==> src/verilog/vref_train_defs.vh <==
// Purpose: constants for the dq input reference training block
// Assumes: included by bare name, definitions only
// Notes: mode register fields and timing counts at 50 MHz
`ifndef VREF_TRAIN_DEFS_VH
`define VREF_TRAIN_DEFS_VH
// mode register select codes
`define MR_SEL_W 3
`define MR_SEL_FEATURE 3'h3
`define MR_SEL_TRAIN 3'h6
// training register fields
`define TRAIN_EN_BIT 7
`define TRAIN_RANGE_BIT 6
`define LEVEL_W 6
`define LEVEL_MAX 6'h32
// feature register field
`define PDA_EN_BIT 4
`define PDA_RESET 1'h0
// waits in ns and derived counts at 20 ns per cycle
`define CLK_PERIOD_NS 20
`define ENTRY_WAIT_NS 150
`define EXIT_WAIT_NS 150
// 150 ns rounded up to whole 20 ns cycles, sized to the timer width
`define ENTRY_WAIT_CYC 8'h08
`define EXIT_WAIT_CYC 8'h08
`define WAIT_W 8
`endif

==> src/verilog/dq_reference_training_mode.v <==
// Function
// - bit 7 enables training, bit 6 picks range 1 or range 2
// - six-bit code steps the level; codes 0x33 to 0x3F are reserved
// - a write with bit 7 low leaves bits 6 to 0 unchanged
// - dummy writes before the first level change are accepted
// - on exit apply range and code of last training write; the range applied is the one stored at entry
// - feature bit 4 enables per-device addressing, default zero
// - in that mode mode commands execute only when lane zero is low
//
// Purpose: training-mode control of the internal dq input reference level
// Assumes: commands are decoded upstream and arrive synchronous to i_clk
// Notes: lane zero sample arrives from a data capture path in another domain
`timescale 1ns/100ps
`include "vref_train_defs.vh"
module dq_reference_training_mode (
    // clock and reset
    input wire i_clk,
    input wire i_rst_n,
    // decoded command
    input wire i_mrs,
    input wire [`MR_SEL_W-1:0] i_mr_sel,
    input wire [7:0] i_mr_data,
    input wire i_write_cmd,
    input wire i_lane_zero,
    // training state
    output reg o_train_active,
    output reg o_train_range,
    output reg [`LEVEL_W-1:0] o_train_level,
    output reg o_entry_wait,
    output reg o_exit_wait,
    output reg o_dummy_write,
    // applied reference
    output reg o_ref_valid,
    output reg o_ref_range,
    output reg [`LEVEL_W-1:0] o_ref_level,
    // per-device addressing and errors
    output reg o_pda_mode,
    output reg o_level_reserved,
    output reg o_range_violation
);
    // ************************************************************
    // lane zero synchroniser
    // ************************************************************
    // lane zero comes from the data capture path, so it is treated as async
    // resets high: with addressing on, nothing executes for two edges
    reg lane_meta_ff;
    reg lane_sync_ff;

    // first stage read only by the second stage
    always @(posedge i_clk or negedge i_rst_n) begin
        if (!i_rst_n) begin
            lane_meta_ff <= 1'h1;
            lane_sync_ff <= 1'h1;
        end else begin
            lane_meta_ff <= i_lane_zero;
            lane_sync_ff <= lane_meta_ff;
        end
    end

    // ************************************************************
    // command qualification
    // ************************************************************
    wire mrs_exec;
    wire train_wr;
    wire feat_wr;
    wire enter_cmd;
    wire level_cmd;
    wire exit_cmd;
    wire timer_busy;

    // a command that loses qualification changes no state at all
    // with per-device addressing, a high lane zero drops the command
    assign mrs_exec = i_mrs & (~o_pda_mode | ~lane_sync_ff);
    assign train_wr = mrs_exec & (i_mr_sel == `MR_SEL_TRAIN);
    assign feat_wr = mrs_exec & (i_mr_sel == `MR_SEL_FEATURE);
    // bit 7 and the current mode split one register write three ways
    // bit 7 low while idle is dropped: the low bits are never written
    assign enter_cmd = train_wr & i_mr_data[`TRAIN_EN_BIT] & ~o_train_active;
    assign level_cmd = train_wr & i_mr_data[`TRAIN_EN_BIT] & o_train_active;
    assign exit_cmd = train_wr & ~i_mr_data[`TRAIN_EN_BIT] & o_train_active;

    // ************************************************************
    // feature register bit
    // ************************************************************
    // only bit 4 is kept; the other feature bits belong elsewhere
    always @(posedge i_clk or negedge i_rst_n) begin
        if (!i_rst_n) begin
            o_pda_mode <= `PDA_RESET;
        end else if (feat_wr) begin
            o_pda_mode <= i_mr_data[`PDA_EN_BIT];
        end
    end

    // ************************************************************
    // training register and mode state
    // ************************************************************
    reg nxt_active;
    reg nxt_range;
    reg [`LEVEL_W-1:0] nxt_level;
    reg level_seen_ff;
    reg nxt_level_seen;

    // range stored only on entry; level ignored then
    // the level field of the entry command never reaches o_train_level
    // limitation: the range bit of a level write is ignored, only flagged
    always @* begin
        nxt_active = o_train_active;
        nxt_range = o_train_range;
        nxt_level = o_train_level;
        nxt_level_seen = level_seen_ff;
        if (enter_cmd) begin
            nxt_active = 1'h1;
            nxt_range = i_mr_data[`TRAIN_RANGE_BIT];
            nxt_level_seen = 1'h0;
        end else if (level_cmd) begin
            nxt_level = i_mr_data[`LEVEL_W-1:0];
            nxt_level_seen = 1'h1;
        end else if (exit_cmd) begin
            nxt_active = 1'h0; // low bits untouched
        end
    end

    always @(posedge i_clk or negedge i_rst_n) begin
        if (!i_rst_n) begin
            o_train_active <= 1'h0;
            o_train_range <= 1'h0;
            o_train_level <= 6'h00;
            level_seen_ff <= 1'h0;
        end else begin
            o_train_active <= nxt_active;
            o_train_range <= nxt_range;
            o_train_level <= nxt_level;
            level_seen_ff <= nxt_level_seen;
        end
    end

    // ************************************************************
    // applied reference
    // ************************************************************
    // latched only at exit so mid-training codes never reach the receivers
    // trade-off: one cycle of latency at exit against a steady reference
    // o_ref_valid stays low until the first exit, so no code is assumed
    always @(posedge i_clk or negedge i_rst_n) begin
        if (!i_rst_n) begin
            o_ref_valid <= 1'h0;
            o_ref_range <= 1'h0;
            o_ref_level <= 6'h00;
        end else if (exit_cmd) begin
            o_ref_valid <= 1'h1;
            o_ref_range <= o_train_range;
            o_ref_level <= o_train_level;
        end
    end

    // ************************************************************
    // flags
    // ************************************************************
    // reserved code and range change are flagged, not blocked
    // reserved check runs on the stored code, hence one cycle late
    always @(posedge i_clk or negedge i_rst_n) begin
        if (!i_rst_n) begin
            o_level_reserved <= 1'h0;
            o_range_violation <= 1'h0;
            o_dummy_write <= 1'h0;
        end else begin
            o_level_reserved <= (o_train_level > `LEVEL_MAX);
            if (enter_cmd) begin
                o_range_violation <= 1'h0;
            end else if (level_cmd & (i_mr_data[`TRAIN_RANGE_BIT] != o_train_range)) begin
                o_range_violation <= 1'h1;
            end
            // write before first level step after entry is a dummy
            o_dummy_write <= i_write_cmd & o_train_active & ~level_seen_ff;
        end
    end

    // ************************************************************
    // entry and exit waits
    // ************************************************************
    reg wait_is_exit_ff;
    wire [`WAIT_W-1:0] wait_count;

    // both waits share one timer; they never overlap in a legal flow
    // an exit during the entry wait restarts the timer with the exit count
    assign wait_count = exit_cmd ? `EXIT_WAIT_CYC : `ENTRY_WAIT_CYC;

    wait_timer wait_timer_i (
        .i_clk(i_clk),
        .i_rst_n(i_rst_n),
        .i_load(enter_cmd | exit_cmd),
        .i_count(wait_count),
        .o_busy(timer_busy)
    );

    always @(posedge i_clk or negedge i_rst_n) begin
        if (!i_rst_n) begin
            wait_is_exit_ff <= 1'h0;
        end else if (enter_cmd | exit_cmd) begin
            wait_is_exit_ff <= exit_cmd;
        end
    end

    // status for the controller side; a cycle behind the timer
    always @(posedge i_clk or negedge i_rst_n) begin
        if (!i_rst_n) begin
            o_entry_wait <= 1'h0;
            o_exit_wait <= 1'h0;
        end else begin
            o_entry_wait <= timer_busy & ~wait_is_exit_ff;
            o_exit_wait <= timer_busy & wait_is_exit_ff;
        end
    end
endmodule // dq_reference_training_mode

==> src/verilog/wait_timer.v <==
// Purpose: one-shot down counter for training entry and exit waits
// Assumes: single clock, async active-low reset
// Notes: load restarts the count; busy is decoded from the count register
`timescale 1ns/100ps
`include "vref_train_defs.vh"
module wait_timer (
    // clock and reset
    input wire i_clk,
    input wire i_rst_n,
    // control
    input wire i_load,
    input wire [`WAIT_W-1:0] i_count,
    // status
    output wire o_busy
);
    reg [`WAIT_W-1:0] cnt_ff;
    reg [`WAIT_W-1:0] nxt_cnt;

    // load wins over the running count
    always @* begin
        nxt_cnt = cnt_ff;
        if (i_load) begin
            nxt_cnt = i_count;
        end else if (cnt_ff != 8'h00) begin
            nxt_cnt = cnt_ff - 8'h01;
        end
    end

    always @(posedge i_clk or negedge i_rst_n) begin
        if (!i_rst_n) begin
            cnt_ff <= 8'h00;
        end else begin
            cnt_ff <= nxt_cnt;
        end
    end

    assign o_busy = (cnt_ff != 8'h00);
endmodule // wait_timer
==> config.mk <==
export PLATFORM = sky130hd
export DESIGN_NAME = dq_reference_training_mode
export DESIGN_NICKNAME = d
export VERILOG_FILES = /design/src/verilog/dq_reference_training_mode.v /design/src/verilog/wait_timer.v
export VERILOG_INCLUDE_DIRS = /design/src /design/src/verilog
export SDC_FILE = /design/constraint.sdc
export NUM_CORES = 1
export LEC_CHECK = 0
export ABC_AREA = 1
export BUFFER_PORTS_ARGS = -buffer_cell sky130_fd_sc_hd__clkbuf_2
export CORE_UTILIZATION = 56
export DETAILED_ROUTE_END_ITERATION = 12
export HOLD_SLACK_MARGIN = 0.03
export PLACE_DENSITY = 0.85
export SETUP_SLACK_MARGIN = 0.5
export SYNTH_ARGS = -nofsm -noshare
export SYNTH_HDL_FRONTEND = slang
export SYNTH_SLANG_ARGS = --single-unit
==> constraint.sdc <==
create_clock -name i_clk -period 2 [get_ports i_clk]
set_input_delay 0.3 -clock i_clk [delete_from_list [all_inputs] [get_ports i_clk]]
set_output_delay 0.3 -clock i_clk [all_outputs]
set_load 0.1 [all_outputs]
==> flow_metrics.py <==
metrics = {
    "layout": {
        "area_delta_synth_final_pct": 18.9,
        "final_area_mm2": 0.00190,
        "top_register": "wait_timer_i.cnt_ff",
        "num-fill-cells": 193,
        "final_common_cell": "nand2_1",
        "largest_reg_flops": 8,
        "antennaDiodeCount": 0,
        "largestRegisters": "wait_timer_i.cnt_ff x8, o_ref_level x6, o_train_level x6",
        "drive_above_1_share": 0.347,
        "final_cell_mix": "41 x nand2_1, 30 x dfrtp_1, 25 x inv_1",
        "layout.nets": 236,
    },
    "sta": {
        "setup_viol": 0,
        "tns_ns": 0,
        "drv_slew": 0,
        "finalWorstPathRequiredPeriod_ns": 1.46,
        "finClkSkew_ns": 0.00978,
        "fin_crit_sh": 0.730,
        "rsz0062_at_grt": "true",
        "tightestPinTransition_ns": 0.539,
        "max_freq_mhz": 685,
        "relSlewSlack": 0.642,
        "fin_ws_ns": 0.541,
        "final_hold_viol_count": 0,
    },
    "synth": {
        "synth_cell_type_count": 22,
        "netlist.top_cell.by_area": "dfrtp_1",
        "ys_seq_area_frac": 0.535,
        "synthCells": 173,
        "yosys_warnings": 0,
        "synth_top_area_share": 0.502,
        "syn_avg_cell_area_um2": 9.21,
        "syn_nets": 191,
        "syn-cell-area_mm2": 0.00159,
        "synth_seq_cells": 34,
        "synth_area_leaders": "dfrtp_1 50%, nand2_1 10%, inv_1 6.1%",
    },
    "floorplanning": {
        "fp.dieH_um": 55.4,
        "num_rows": 18,
        "ios": 38,
        "start_util": 0.615,
        "fp.coreArea_mm2": 0.00259,
        "die_area_mm2": 0.00306,
        "die_w_um": 55.4,
    },
    "global_routing": {
        "antenna_found_initial": 0,
        "grt_overflow": 0,
        "grt_max_degree": 20,
        "grt_pass1_vias": 1303,
        "grt_pass1_wl_um": 5500,
        "track_usage": 0.233,
    },
    "worst_setup_path": {
        "crit_required_ns": 1.70,
        "r2r_end": "wait_timer_i.cnt_ff[1]",
        "startpoint_type": "register",
        "critPathMaxFanout": 2,
        "crit_buf_inv": 1,
        "crit_path_start": "o_train_level[4]",
        "arrival_ns": 1.16,
        "endpoint_kind": "output pin",
        "r2r-start": "wait_timer_i.cnt_ff[1]",
        "critical_path.max_stage_delay_ns": 0.46,
        "crit_end": "o_train_level[4]",
        "worst-setup-path-type": "reg2out",
        "crit_slowest_cell": "clkbuf_2",
        "crit_family": "buffers and inverters",
        "path_cells": "clkbuf_2",
        "reg2reg_slack_ns": 0.56,
        "cp_num_cells": 1,
        "ff2ff_path_depth": 7,
    },
    "clocking": {
        "cts_tree": "built",
        "cts_root_buf": "clkbuf_4",
        "clockBufferDepth": 2,
        "path_clk_slew_ns": 0.10,
        "cts_buffers": 5,
        "clock_latency_ns": 0.34,
        "cts_num_sinks": 34,
        "htreeDepth": 2,
        "cts_setup_buffers": 0,
    },
    "route": {
        "wl_um": 3130,
        "drtIter0Drc": 49,
        "drt-vias-per-instance": 5.10,
        "antenna_left": 0,
        "drcViolationCount": 0,
        "wl_per_cell_um": 12.6,
        "drtPass1Iterations": 4,
        "vias": 1271,
    },
    "placed_design": {
        "gp_congestion": 0.803,
        "port_buffers": 37,
        "dp.final_hpwl_um": 2430,
        "place_area_mm2": 0.00180,
        "placement.setup.worst_slack_ns": 0.554,
    },
    "status": {
        "status": "finished, final reports clean",
    },
    "hold_path": {
        "hp-class": "in2reg",
    },
    "power": {
        "power.density_mw_per_mm2": 1700,
        "leakagePower_nw": 1.03,
        "power.total_mw": 3.23,
        "peakVddDrop_uv": 1200,
    },
    "run": {
        "cap_violations": 0,
    },
}
-- per-layer routing --
metal,GRT usage,vias up,wire length (um)
met1,0.261,599,1280
li1,-,625,-
met2,0.396,37,1620
met5,0,-,0
met3,0.0843,10,173
met4,0.104,0,66
-- cell usage after synthesis --
master	number
nand2_4	2
nand2_1	43
inv_1	26
o21ai_0	5
buf_6	1
nor2_1	22
a21oi_2	1
o21ai_2	11
a311oi_1	1
nor2_8	2
buf_12	1
nor3_1	1
o21ai_1	2
nand2_2	5
nand3_4	1
nand3_1	6
dfstp_2	2
ha_1	2
a21oi_1	3
dfrtp_1	32
nand3_2	2
nand4_1	2
-- worst min-delay path by stage --
stage	slack [ns]	endpoint	depth (start not counted)	startpoint
2_1_floorplan	0.004	level_seen_ff	0	i_rst_n
3_3_place_gp	0.23	o_dummy_write	1	i_rst_n
3_5_place_dp	0.24	level_seen_ff	1	i_rst_n
4_1_cts	0.14	o_dummy_write	3	i_write_cmd
5_1_grt	0.16	o_train_level[5]	3	i_mr_data[5]
6_report	0.15	o_dummy_write	3	i_write_cmd
-- metrics by stage --
stage,utilization,hold WS (ns),instances
floorplan,-,0.00441,173
global placement,0.693,0.234,239
detailed placement,0.693,0.244,239
CTS,0.729,0.140,249
global route,0.732,0.158,249
finish,0.732,0.154,249
-- power breakdown --
group	leakage (nW)	switching (mW)	internal, mW
Clock	0.0353	0.220	0.170
Sequential	0.400	0.155	0.914
Combinational	0.597	1.43	0.340
Total	1.03	1.81	1.42
-- area by class of cell --
type / count / area (um2) / area share
sequential: 34 / 856 / 0.451
multi-input combinational: 111 / 617 / 0.325
timing repair buffer: 40 / 228 / 0.120
inverter: 26 / 97.6 / 0.0515
clock buffer: 7 / 55.1 / 0.0290
tap: 30 / 37.5 / 0.0198
clock inverter: 1 / 5.00 / 0.00264
-- timing repair --
action | CTS | global route
pin swaps | 0 | 0
resized for setup | 5 | 13
endpoints found under the hold margin | 17 | 0
hold buffers | 2 | 0
endpoints found under the setup margin | 5 | 17
-- logic make-up (layout without fill, tap and decap cells) --
group / count (synthesis) / count (layout) / synth area share
adders and majority gates: 2 / 2 / 0.0157
buffers and inverters: 28 / 74 / 0.0808
and+or+nand+nor: 86 / 86 / 0.265
AOI/OAI and AO/OA: 23 / 23 / 0.103
DFF: 34 / 34 / 0.535
(Power assumes the default switching activity.)
